===== src/inc/sleep_rail_regs.vh =====
`ifndef SLEEP_RAIL_REGS_VH
`define SLEEP_RAIL_REGS_VH
`define CLK_HZ            40000000
`define ACK_TIMEOUT_S     4
`define ACK_TIMEOUT_CYC   (`ACK_TIMEOUT_S * `CLK_HZ)
`define PWR_CYCLE_MS      4
`define PWR_CYCLE_CYC     (`PWR_CYCLE_MS * (`CLK_HZ / 1000))
`define PLATFORM_RESET_N_HOLD_MS    1
`define PLATFORM_RESET_N_HOLD_CYC   (`PLATFORM_RESET_N_HOLD_MS * (`CLK_HZ / 1000))
`define ACK_POLICY_DLY    16'h0010
`define RST_NONE          2'h0
`define RST_HOST          2'h1
`define RST_HOST_PC       2'h2
`define RST_GLOBAL        2'h3
`define RTC_CFG_RESET     4'h0
`endif


===== src/hdl/sync2.v =====
`timescale 1ns/1ps
// Two-stage synchroniser for a bus of asynchronous levels.
module sync2 #(
	parameter W = 1
) (
	input  wire         clk_i,
	input  wire [W-1:0] d_i,
	output wire [W-1:0] q_o
);
	reg [W-1:0] meta_r;
	reg [W-1:0] sync_r;

	// The first stage feeds only the second stage.
	always @(posedge clk_i) begin
		meta_r <= d_i;
		sync_r <= meta_r;
	end

	assign q_o = sync_r;
endmodule // sync2


===== src/hdl/sleep_rail_ctl.v =====
`timescale 1ns/1ps
`include "sleep_rail_regs.vh"
module sleep_rail_ctl #(
	parameter [31:0] ACK_TIMEOUT_CYC = `ACK_TIMEOUT_CYC,
	parameter [31:0] PWR_CYCLE_CYC   = `PWR_CYCLE_CYC,
	parameter [31:0] PLATFORM_RESET_N_HOLD_CYC = `PLATFORM_RESET_N_HOLD_CYC
) (
	// Clock and reset.
	input  wire       core_clk_i,
	input  wire       srst_i,
	// Asynchronous pins.
	input  wire       battery_low_n_i,
	input  wire       rtc_well_reset_n_i,
	input  wire       secure_rtc_reset_n_i,
	input  wire       on_battery_i,
	input  wire       wake_event_i,
	// Sleep state requests from the power-state logic.
	input  wire       s3_req_i,
	input  wire       s4_req_i,
	input  wire       s5_req_i,
	input  wire       mgmt_off_req_i,
	input  wire       c10_entry_i,
	// RTC-well settings, loaded by the load strobe.
	input  wire       cfg_load_i,
	input  wire       after_g3_phy_power_en_i,
	input  wire       sleep_phy_power_en_i,
	input  wire       battery_phy_power_dis_i,
	input  wire       host_wireless_power_en_i,
	// Management power policy.
	input  wire       mgmt_wlan_access_i,
	input  wire       mgmt_lan_keep_i,
	input  wire       mgmt_ack_policy_i,
	input  wire       s5_pin_is_gpio_i,
	input  wire       lan_pin_is_gpio_i,
	// Reset requests and memory handshake.
	input  wire [1:0] reset_req_i,
	input  wire       s5_reset_req_i,
	input  wire       mem_safe_i,
	input  wire       reset_ack_i,
	// Rail, sleep and reset outputs.
	output reg        sleep_s3_ctl_n_o,
	output reg        sleep_s4_ctl_n_o,
	output reg        sleep_s5_ctl_n_o,
	output reg        mgmt_sleep_ctl_n_o,
	output reg        wired_phy_rail_ctl_n_o,
	output reg        wireless_phy_rail_ctl_n_o,
	output reg        primary_powerdown_ack_o,
	output reg        deep_idle_gate_n_o,
	output reg        platform_reset_n_o,
	output reg        mem_drain_req_o,
	output reg        smi_o,
	output reg        mgmt_bb_reset_o,
	output reg        global_reset_o,
	output reg        g3_seen_o
);
	// Sequencer states, one-hot.
	localparam [6:0] ST_RUN   = 7'h01;
	localparam [6:0] ST_DRAIN = 7'h02;
	localparam [6:0] ST_PLTRS = 7'h04;
	localparam [6:0] ST_WACK  = 7'h08;
	localparam [6:0] ST_PWRDN = 7'h10;
	localparam [6:0] ST_S5    = 7'h20;
	localparam [6:0] ST_SLEEP = 7'h40;

	wire [4:0] pin_s;
	wire       battery_low_n_s;
	wire       rtc_well_reset_n_s;
	wire       secure_rtc_reset_n_s;
	wire       on_batt_s;
	wire       wake_s;

	sync2 #(.W(5)) u_sync (
		.clk_i (core_clk_i),
		.d_i   ({battery_low_n_i, rtc_well_reset_n_i, secure_rtc_reset_n_i,
		         on_battery_i, wake_event_i}),
		.q_o   (pin_s)
	);
	assign battery_low_n_s  = ~pin_s[4];
	assign rtc_well_reset_n_s  = ~pin_s[3];
	assign secure_rtc_reset_n_s = ~pin_s[2];
	assign on_batt_s = pin_s[1];
	assign wake_s    = pin_s[0];

	reg [6:0]  state_r;
	reg [6:0]  state_nxt;
	reg [31:0] cnt_r;
	reg [1:0]  kind_r;
	reg        kind_s5_r;
	reg [15:0] pol_cnt_r;
	reg [3:0]  rtc_cfg_r;
	reg        battery_low_n_d_r;

	// RTC-well settings; RTC reset restores defaults, not the core reset.
	always @(posedge core_clk_i) begin
		if (rtc_well_reset_n_s) begin
			rtc_cfg_r <= `RTC_CFG_RESET;
		end else if (cfg_load_i) begin
			rtc_cfg_r <= {after_g3_phy_power_en_i, sleep_phy_power_en_i,
			              battery_phy_power_dis_i, host_wireless_power_en_i};
		end
	end

	// G3 marker and battery-backed management reset, kept across global resets.
	always @(posedge core_clk_i) begin
		mgmt_bb_reset_o <= secure_rtc_reset_n_s & rtc_well_reset_n_s;
		if (rtc_well_reset_n_s) begin
			g3_seen_o <= 1'b1;
		end else if (state_r == ST_RUN && s3_req_i == 1'b0) begin
			g3_seen_o <= 1'b0;
		end
	end

	wire in_s0    = (state_r == ST_RUN) & ~s3_req_i;
	wire deep_sx  = (state_r == ST_SLEEP) & (s4_req_i | s5_req_i);
	wire trig_any = (reset_req_i != `RST_NONE) | s5_reset_req_i;

	// Next state of the reset and sleep sequencer.
	always @* begin
		state_nxt = state_r;
		case (state_r)
			ST_RUN: begin
				if (trig_any) begin
					state_nxt = ST_DRAIN;
				end else if (s3_req_i) begin
					state_nxt = ST_SLEEP;
				end
			end
			ST_SLEEP: begin
				if (trig_any) begin
					state_nxt = ST_DRAIN;
				end else if (wake_s && !(battery_low_n_s && deep_sx)) begin
					state_nxt = ST_RUN;
				end
			end
			ST_DRAIN: begin
				if (mem_safe_i) begin
					state_nxt = kind_s5_r ? ST_S5 : ST_PLTRS;
				end
			end
			ST_PLTRS: begin
				if (cnt_r >= PLATFORM_RESET_N_HOLD_CYC - 32'd1) begin
					state_nxt = (kind_r == `RST_HOST) ? ST_WACK : ST_PWRDN;
				end
			end
			ST_WACK: begin
				if (reset_ack_i) begin
					state_nxt = ST_RUN;
				end else if (cnt_r >= ACK_TIMEOUT_CYC - 32'd1) begin
					state_nxt = ST_PWRDN;
				end
			end
			ST_PWRDN: begin
				if (cnt_r >= PWR_CYCLE_CYC - 32'd1) begin
					state_nxt = ST_RUN;
				end
			end
			ST_S5: begin
				if (wake_s && !battery_low_n_s) begin
					state_nxt = ST_RUN;
				end
			end
			default: begin
				state_nxt = ST_RUN;
			end
		endcase
	end

	// Sequencer registers, trigger capture and phase counter.
	always @(posedge core_clk_i) begin
		if (srst_i) begin
			state_r   <= ST_RUN;
			cnt_r     <= 32'h0000_0000;
			kind_r    <= `RST_NONE;
			kind_s5_r <= 1'b0;
		end else begin
			state_r <= state_nxt;
			cnt_r   <= (state_nxt != state_r) ? 32'h0000_0000 : cnt_r + 32'd1;
			if ((state_r == ST_RUN || state_r == ST_SLEEP) && trig_any) begin
				kind_s5_r <= s5_reset_req_i;
				kind_r    <= s5_reset_req_i ? `RST_NONE : reset_req_i;
			end else if (state_r == ST_WACK && state_nxt == ST_PWRDN) begin
				kind_r <= `RST_GLOBAL;
			end
		end
	end

	// Delay before the straight-to-S5 ack follows the management policy.
	always @(posedge core_clk_i) begin
		if (srst_i || state_r != ST_S5) begin
			pol_cnt_r <= 16'h0000;
		end else if (pol_cnt_r != `ACK_POLICY_DLY) begin
			pol_cnt_r <= pol_cnt_r + 16'h0001;
		end
	end

	// Battery-low edge in S0 raises a one-cycle SMI.
	always @(posedge core_clk_i) begin
		if (srst_i) begin
			battery_low_n_d_r <= 1'b0;
			smi_o      <= 1'b0;
		end else begin
			battery_low_n_d_r <= battery_low_n_s;
			smi_o      <= battery_low_n_s & ~battery_low_n_d_r & in_s0;
		end
	end

	wire pwr_cut   = (state_r == ST_PWRDN) | (state_r == ST_S5);
	wire in_platform_reset_n = (state_r == ST_PLTRS) | (state_r == ST_WACK) | pwr_cut;
	wire s3_on     = ~pwr_cut & ~s3_req_i & (state_r != ST_SLEEP);
	wire s4_on     = ~pwr_cut & ~(state_r == ST_SLEEP && (s4_req_i | s5_req_i));
	wire s5_on     = ~(state_r == ST_S5 && !s5_pin_is_gpio_i) & ~(state_r == ST_PWRDN)
	                 & ~(state_r == ST_SLEEP && s5_req_i);
	wire mgmt_on   = ~pwr_cut & ~mgmt_off_req_i;
	wire lan_keep  = ((rtc_cfg_r[3] & g3_seen_o) | (rtc_cfg_r[2] & ~g3_seen_o)
	                 | mgmt_lan_keep_i) & ~(rtc_cfg_r[1] & on_batt_s);
	wire lan_on    = s3_on | mgmt_on | (lan_keep & (state_r == ST_SLEEP));
	wire lan_cut   = (state_r == ST_S5) & ~lan_pin_is_gpio_i;
	wire wlan_on   = s3_on | (mgmt_wlan_access_i & mgmt_on)
	                 | (rtc_cfg_r[0] & deep_sx);

	// Registered output pins; platform reset forces the deep idle gate to its reset value.
	always @(posedge core_clk_i) begin
		if (srst_i) begin
			sleep_s3_ctl_n_o          <= 1'b0;
			sleep_s4_ctl_n_o          <= 1'b0;
			sleep_s5_ctl_n_o          <= 1'b0;
			mgmt_sleep_ctl_n_o        <= 1'b0;
			wired_phy_rail_ctl_n_o    <= 1'b0;
			wireless_phy_rail_ctl_n_o <= 1'b0;
			primary_powerdown_ack_o   <= 1'b0;
			deep_idle_gate_n_o        <= 1'b1;
			platform_reset_n_o        <= 1'b0;
			mem_drain_req_o           <= 1'b0;
			global_reset_o            <= 1'b0;
		end else begin
			sleep_s3_ctl_n_o          <= s3_on;
			sleep_s4_ctl_n_o          <= s4_on;
			sleep_s5_ctl_n_o          <= s5_on;
			mgmt_sleep_ctl_n_o        <= mgmt_on;
			wired_phy_rail_ctl_n_o    <= lan_on & ~lan_cut & ~(state_r == ST_PWRDN);
			wireless_phy_rail_ctl_n_o <= wlan_on;
			platform_reset_n_o        <= ~in_platform_reset_n;
			mem_drain_req_o           <= (state_nxt == ST_DRAIN);
			global_reset_o            <= (state_r == ST_PWRDN) & (kind_r == `RST_GLOBAL);
			if (in_platform_reset_n) begin
				deep_idle_gate_n_o <= 1'b1;
			end else begin
				deep_idle_gate_n_o <= ~c10_entry_i;
			end
			if (state_r == ST_S5 && pol_cnt_r == `ACK_POLICY_DLY) begin
				primary_powerdown_ack_o <= mgmt_ack_policy_i;
			end else begin
				primary_powerdown_ack_o <= 1'b0;
			end
		end
	end
endmodule // sleep_rail_ctl


===== config.mk =====
export PLATFORM = sky130hd
export DESIGN_NAME = sleep_rail_ctl
export DESIGN_NICKNAME = d
export VERILOG_FILES = /design/src/hdl/sync2.v /design/src/hdl/sleep_rail_ctl.v
export VERILOG_INCLUDE_DIRS = /design/src /design/src/inc
export SDC_FILE = /design/constraint.sdc
export NUM_CORES = 1
export LEC_CHECK = 0
export BUFFER_PORTS_ARGS = -buffer_cell sky130_fd_sc_hd__buf_2
export CAP_MARGIN = 20
export CORE_UTILIZATION = 30
export CTS_BUF_LIST = sky130_fd_sc_hd__clkbuf_16
export DETAILED_ROUTE_END_ITERATION = 6
export SYNTH_ARGS = -nofsm -noshare
export SYNTH_HDL_FRONTEND = slang
export SYNTH_HIERARCHICAL = 1
export SYNTH_SLANG_ARGS = --single-unit

===== constraint.sdc =====
create_clock -name core_clk_i -period 5.7 [get_ports core_clk_i]
set_input_delay 0 -clock core_clk_i [delete_from_list [all_inputs] [get_ports core_clk_i]]
set_output_delay 0 -clock core_clk_i [all_outputs]
set_load 0.02 [all_outputs]

==> impl_metrics.toml, run 1 <==
[run_status]
status = "finished, final reports clean"

[route]
wl_per_cell_um = 12.7
initialDrtViolationCount = 190
viasPerCell = 4.96
wl_met3_um = 370
drtPass1Iterations = 4
met2WireLength_um = 4270
ant_nets = 0
wirelength_um = 9160
met1_length_um = 4360
drt_drc_violations_left = 0
top_layer = "met4"
vias = 3583

[worst_setup_path]
critPathRequiredTime_ps = 5890
critical_path.cell_chain = "ha_1, inv_1, or4_1, a211o_1, a31oi_4, nor3_2, o22ai_4, nor3b_1"
critPathKind = "register to register"
slowest_stage = "o22ai_4"
cp.arrival_ps = 3020
cp_slowest_stage_delay_ps = 590
cp-end-kind = "register"
critPathMaxFanout = 26
crit_buf_inv = 1
path_delay_family = "compound AO/OA/AOI/OAI gates"
startpoint_type = "register"

[sta]
setup_viol = 0
tns_ps = 0
hold_violations = 0
fin_skew_ps = 8.59
drv_slew = 0
relSlewSlack_pct = 34.6
max_freq_mhz = 353
rsz0062_at_grt = "no"
worst_pin_slew_ps = 972
worst_slack_ps = 2870
period_needed_ps = 2830
fin_crit_sh_pct = 49.7

[clock_network]
h-tree-depth = 3
worstSkewPairLatency_ps = 340
cts_root_buffer = "clkbuf_16"
cts_setup_buffers = 0
cts_tree = "built"
clock-sinks = 87
cts_made_buffers = 9
clkSlewWorstSetupHoldPaths_ps = 60
clock_path_buffers = 2

[flow_run]
maxCapViolations = 0

[synthesis]
muxShareOfSynthArea_pct = 0.972
synthAdderAreaFrac_pct = 0.911
synth_area_um2 = 4120
synth_seq_cells = 87
synth.avg_cell_area_um2 = 8.32
yosys_warnings = 6
syn-num-nets = 525
synth-edff-count = 0
synthSimpleGateAreaFrac_pct = 31.3
synth_xor_area_share_pct = 9.57
synthDistinctLibCells = 57
synthCells = 495
synth-compound-area-share_pct = 10.8
async_reset_ff_share_pct = 0
synth_top_flop_cell = "dfxtp_1"
synth_top_family_by_area = "simple AND/OR/NAND/NOR gates"
seq_area_frac_synth_pct = 42.3

[pwr]
pwr_density_cell_nw_per_um2 = 289
power_w = 0.00142
peakVddDrop_v = 0.000175
p_leak_nw = 1.77

[place]
gp_congestion = 0.852
dp_slack_ps = 2870
hpwl_um = 6480
dp_cells = 687
io_buffers = 40

[layout]
final_cells = 723
n_antenna_cell = 0
drive_above_1_share_pct = 13.5
fillerInstances = 1358
fin_util_pct = 37.0
area_delta_synth_final_pct = 19.4
fin_nets = 572

[floorplan]
row_count = 42
initial_core_util_pct = 31.0
fp.dieW_um = 119
core_area_um2 = 13300
dieArea_um2 = 14200
die_h_um = 119
pin_count = 41

[global_routing]
grt_overflow_total = 0
grt_pass1_vias = 3503
grt_usage_pct = 13.9
grt_first_pass_wirelength_um = 16100
grt_start_max_net_pins = 33
antenna_found_initial = 0

[min_path]
min_path_type = "primary input to register"
synthesized netlist by cell type (3+ instances only):
library cell / number / area (µm²)
dfxtp_1: 87 / 1740
nor2_1: 75 / 282
nand2_1: 54 / 203
nor3_1: 24 / 120
xnor2_1: 24 / 210
xor2_1: 21 / 184
a21oi_1: 20 / 100
nand3_1: 19 / 95.1
clkbuf_1: 17 / 63.8
nand4_1: 15 / 93.8
inv_1: 14 / 52.6
nor4_1: 10 / 62.6
or3_1: 9 / 56.3
o21ai_0: 8 / 40.0
nand2b_1: 6 / 37.5
nor4b_1: 6 / 52.6
or2_2: 6 / 37.5
a211oi_1: 5 / 37.5
and2_1: 5 / 31.3
and3_1: 5 / 31.3
buf_2: 5 / 25.0
nor2b_1: 5 / 31.3
a31oi_1: 4 / 25.0
mux2i_1: 4 / 40.0
nor3b_1: 4 / 30.0
ha_1: 3 / 37.5
o2111ai_1: 3 / 26.3
worst reg2reg max path, stage by stage (launching register included):
cell	delay (ps)
dfxtp_1	380
ha_1	260
inv_1	110
or4_1	540
a211o_1	360
a31oi_4	220
nor3_2	90
o22ai_4	590
nor3b_1	130
layout make-up:
cell class / instances / area [µm²] / area share [%]
inverter: 14 / 52.6 / 1.07
clock buffer: 9 / 225 / 4.58
multi-input combinational: 369 / 2220 / 45.1
tap: 176 / 220 / 4.48
timing repair buffer: 61 / 408 / 8.30
sequential: 87 / 1740 / 35.4
clock inverter: 7 / 52.6 / 1.07
routing by layer:
layer / up-vias / track usage (%)
met5: - / 0
met3: 14 / 3.40
li1: 1818 / -
met2: 77 / 23.4
met1: 1674 / 17.0
met4: 0 / 5.46
worst paths after layout:
check                           cells past startpoint  slack, ps                      from                        end
worst max-delay path                                8       2870       cnt_r[0]$_SDFF_PP0_        cnt_r[0]$_SDFF_PP0_
worst min-delay path                                3         10                cfg_load_i  rtc_cfg_r[2]$_SDFFE_PN0P_
worst max register to register                      8       2870       cnt_r[0]$_SDFF_PP0_        cnt_r[0]$_SDFF_PP0_
worst min register to register                      0        330  u_sync/meta_r[1]$_DFF_P_      u_sync/q_o[1]$_DFF_P_
sequential cells by signal (all words and copies together), names as in the netlist, 2 cells and up:
register and flops:
cnt_r 32, pol_cnt_r 16, rtc_cfg_r 4, kind_r 2, state_r 7, u_sync/meta_r 5, u_sync/q_o 5
stage by stage:
step | hold WS (ps) | area [µm²]
2_1_floorplan | 27.7 | 4120
3_3_place_gp | 102 | 4440
3_5_place_dp | 104 | 4440
4_1_cts | 9.53 | 4920
5_1_grt | 21.9 | 4920
6_report | 13.6 | 4920
cells in the final DEF (no fill, tap or decap), types with 6 or more instances in the layout:
master / netlist / final
clkbuf_16: 0 / 9
nand2b_1: 6 / 6
xnor2_1: 24 / 24
or3_1: 9 / 9
or2_2: 6 / 6
dfxtp_1: 87 / 87
buf_2: 5 / 40
o21ai_0: 8 / 8
xor2_1: 21 / 21
nand2_1: 54 / 54
nand3_1: 19 / 19
nor2_1: 75 / 75
nor4_1: 10 / 10
nor4b_1: 6 / 6
nand4_1: 15 / 15
inv_1: 14 / 14
a21oi_1: 20 / 20
dlygate4sd3_1: 0 / 20
nor3_1: 24 / 24
timing repair:
item | CTS | global route
endpoints found under the hold margin | 19 | 0
endpoints found under the setup margin | 0 | 0
resized for setup | 0 | 0
hold buffers | 20 | 0
cell families (layout without fill, tap and decap cells):
| family | Yosys count | after routing |
|---|---|---|
| simple gates | 256 | 256 |
| flops | 87 | 87 |
| compound gates | 61 | 61 |
| xor+xnor | 45 | 45 |
| buf+inv | 39 | 91 |
| mux | 4 | 4 |
| fa+ha+maj | 3 | 3 |
report_power, final:
group / internal (W) / total [W] / switching (W)
clock: 0.000298 / 0.000546 / 0.000248
sequential: 0.000631 / 0.000656 / 0.0000248
combinational: 0.0000830 / 0.000221 / 0.000138
total: 0.00101 / 0.00142 / 0.000411
(Power assumes the default switching activity.)
==> run 2, diff against run 1 <==
- clock period: 5.7 -> 2.7 ns (I/O delays scaled with it)
==> run 2 against run 1 <==
Cell count grew 1.5%; clock power grew 130%; largest power group unchanged; highest routed layer unchanged; non-clock buffer count grew 11; critical endpoint is now cnt_r[21]$_SDFF_PP0_; global-route usage shrank 0.39 points; core utilization grew 1.1 points; worst setup slack lost 2700 ps; first-iteration DRC count shrank 2.1%; register-to-register slack lost 2700 ps; combinational power grew 150%.
==> impl_metrics.toml, run 2 (same netlist as run 1, synthesis figures left out) <==
[place]
gp_congestion = 0.841
io_buffers = 40
hpwl_um = 6500
dp_slack_ps = 157

[floorplan]
initial_core_util_pct = 31.0
row_count = 42
core_area_um2 = 13300
fp.dieW_um = 119
pin_count = 41
die_h_um = 119
dieArea_um2 = 14200

[clock_network]
cts_root_buffer = "clkbuf_16"
clock_path_buffers = 2
cts_made_buffers = 9
worstSkewPairLatency_ps = 340
cts_tree = "built"
clock-sinks = 87
clkSlewWorstSetupHoldPaths_ps = 60
cts_setup_buffers = 0
h-tree-depth = 3

[route]
ant_nets = 0
initialDrtViolationCount = 186
wirelength_um = 9170
drt_drc_violations_left = 0
wl_per_cell_um = 12.5
drtPass1Iterations = 4
vias = 3562
viasPerCell = 4.85

[sta]
worst_slack_ps = 157
hold_violations = 0
rsz0062_at_grt = "no"
worst_pin_slew_ps = 664
fin_crit_sh_pct = 94.2
tns_ps = 0
fin_skew_ps = 6.15
drv_slew = 0
relSlewSlack_pct = 55.7
period_needed_ps = 2540
max_freq_mhz = 393
setup_viol = 0

[global_routing]
grt_pass1_vias = 3387
grt_start_max_net_pins = 33
grt_overflow_total = 0
grt_first_pass_wirelength_um = 15600
grt_usage_pct = 13.5
antenna_found_initial = 0

[layout]
final_common_cell = "dfxtp_1"
fin_nets = 583
final_cell_mix = "87 x dfxtp_1, 74 x nor2_1, 54 x nand2_1"
area_delta_synth_final_pct = 22.8
drive_above_1_share_pct = 15.6
reg_top3 = "cnt_r: 32 flops, pol_cnt_r: 16 flops, state_r: 7 flops"
largest_reg_flops = 32
fillerInstances = 1324
max_flop_register = "cnt_r"
n_antenna_cell = 0

[worst_setup_path]
r2r_slack_ps = 160
ff2ff_path_depth = 8
cp-end-kind = "register"
critPathMaxFanout = 32
critPathKind = "register to register"
cp.arrival_ps = 2760
startpoint_type = "register"
critPathRequiredTime_ps = 2920
r2r_end = "cnt_r[21]$_SDFF_PP0_"
r2r-start = "cnt_r[0]$_SDFF_PP0_"

[flow_run]
maxCapViolations = 0

[min_path]
min_path_type = "primary input to register"
hold_end = "kind_r[0]$_SDFFE_PP0P_"
hold_path_depth = 3
holdCritStartpoint = "reset_req_i[0]"

[pwr]
p_leak_nw = 1.85
pwr_density_cell_nw_per_um2 = 629
peakVddDrop_v = 0.000339
power_w = 0.00318

[run_status]
status = "finished, final reports clean"
run 2: final cells by class:
cell class                 instances  area [µm²]  share of cell area [%]
clock buffer                       9         225                    4.45
sequential                        87        1740                    34.4
clock inverter                     7        77.6                    1.53
multi-input combinational        369        2220                    44.0
inverter                          14        52.6                    1.04
tap                              176         220                    4.35
timing repair buffer              72         515                    10.2
run 2: worst max-delay path by stage:
stage                     startpoint                    to  slack, ps  cells after the start
2_1_floorplan    cnt_r[0]$_SDFF_PP0_  cnt_r[13]$_SDFF_PP0_        360                      9
3_3_place_gp     cnt_r[0]$_SDFF_PP0_   cnt_r[1]$_SDFF_PP0_        220                      8
3_5_place_dp     cnt_r[0]$_SDFF_PP0_  cnt_r[23]$_SDFF_PP0_        160                      8
4_1_cts          cnt_r[0]$_SDFF_PP0_   cnt_r[1]$_SDFF_PP0_        130                      8
5_1_grt        state_r[4]$_SDFF_PP0_  cnt_r[27]$_SDFF_PP0_          2                      7
6_report         cnt_r[0]$_SDFF_PP0_  cnt_r[21]$_SDFF_PP0_        160                      8
run 2: what timing repair did:
item / 4_1_cts / 5_1_grt
setup endpoints to repair: 0 / 6
hold endpoints to repair: 19 / 0
hold buffers: 20 / 0
gates resized for setup: 0 / 2
run 2: report_power, final:
group / leakage [nW] / total, W / internal, W / switching (W)
Combinational: 0.995 / 0.000544 / 0.000234 / 0.000310
Sequential: 0.710 / 0.00137 / 0.00133 / 0.0000416
Clock: 0.148 / 0.00126 / 0.000727 / 0.000537
Total: 1.85 / 0.00318 / 0.00229 / 0.000889
run 2: worst max-delay path, cell delays in order, from the launching register on:
cell and delay, ps:
dfxtp_1 370, ha_1 250, inv_1 110, or4_1 540, a211o_1 360, o2111ai_1 250, a311oi_4 180, buf_12 200
nor4b_1 150
run 2: metrics by stage:
stage / std cells / util (%) / hold WS, ps / instance area (µm²)
floorplan: 495 / - / 27.7 / 4120
global placement: 698 / 34.2 / 103 / 4550
detailed placement: 698 / 34.2 / 104 / 4550
CTS: 734 / 38.0 / 1.99 / 5050
global route: 734 / 38.0 / 22.0 / 5060
finish: 734 / 38.0 / 1.49 / 5060
run 2: routing by layer:
| layer | wire [µm] | vias up | part of all wire [%] | track usage, % |
|---|---|---|---|---|
| li1 | - | 1839 | - | - |
| met5 | 0 | - | 0 | 0 |
| met2 | 4240 | 69 | 46 | 22.5 |
| met4 | 100 | 0 | 1.1 | 4.83 |
| met3 | 432 | 9 | 4.7 | 3.07 |
| met1 | 4400 | 1645 | 48 | 17.0 |
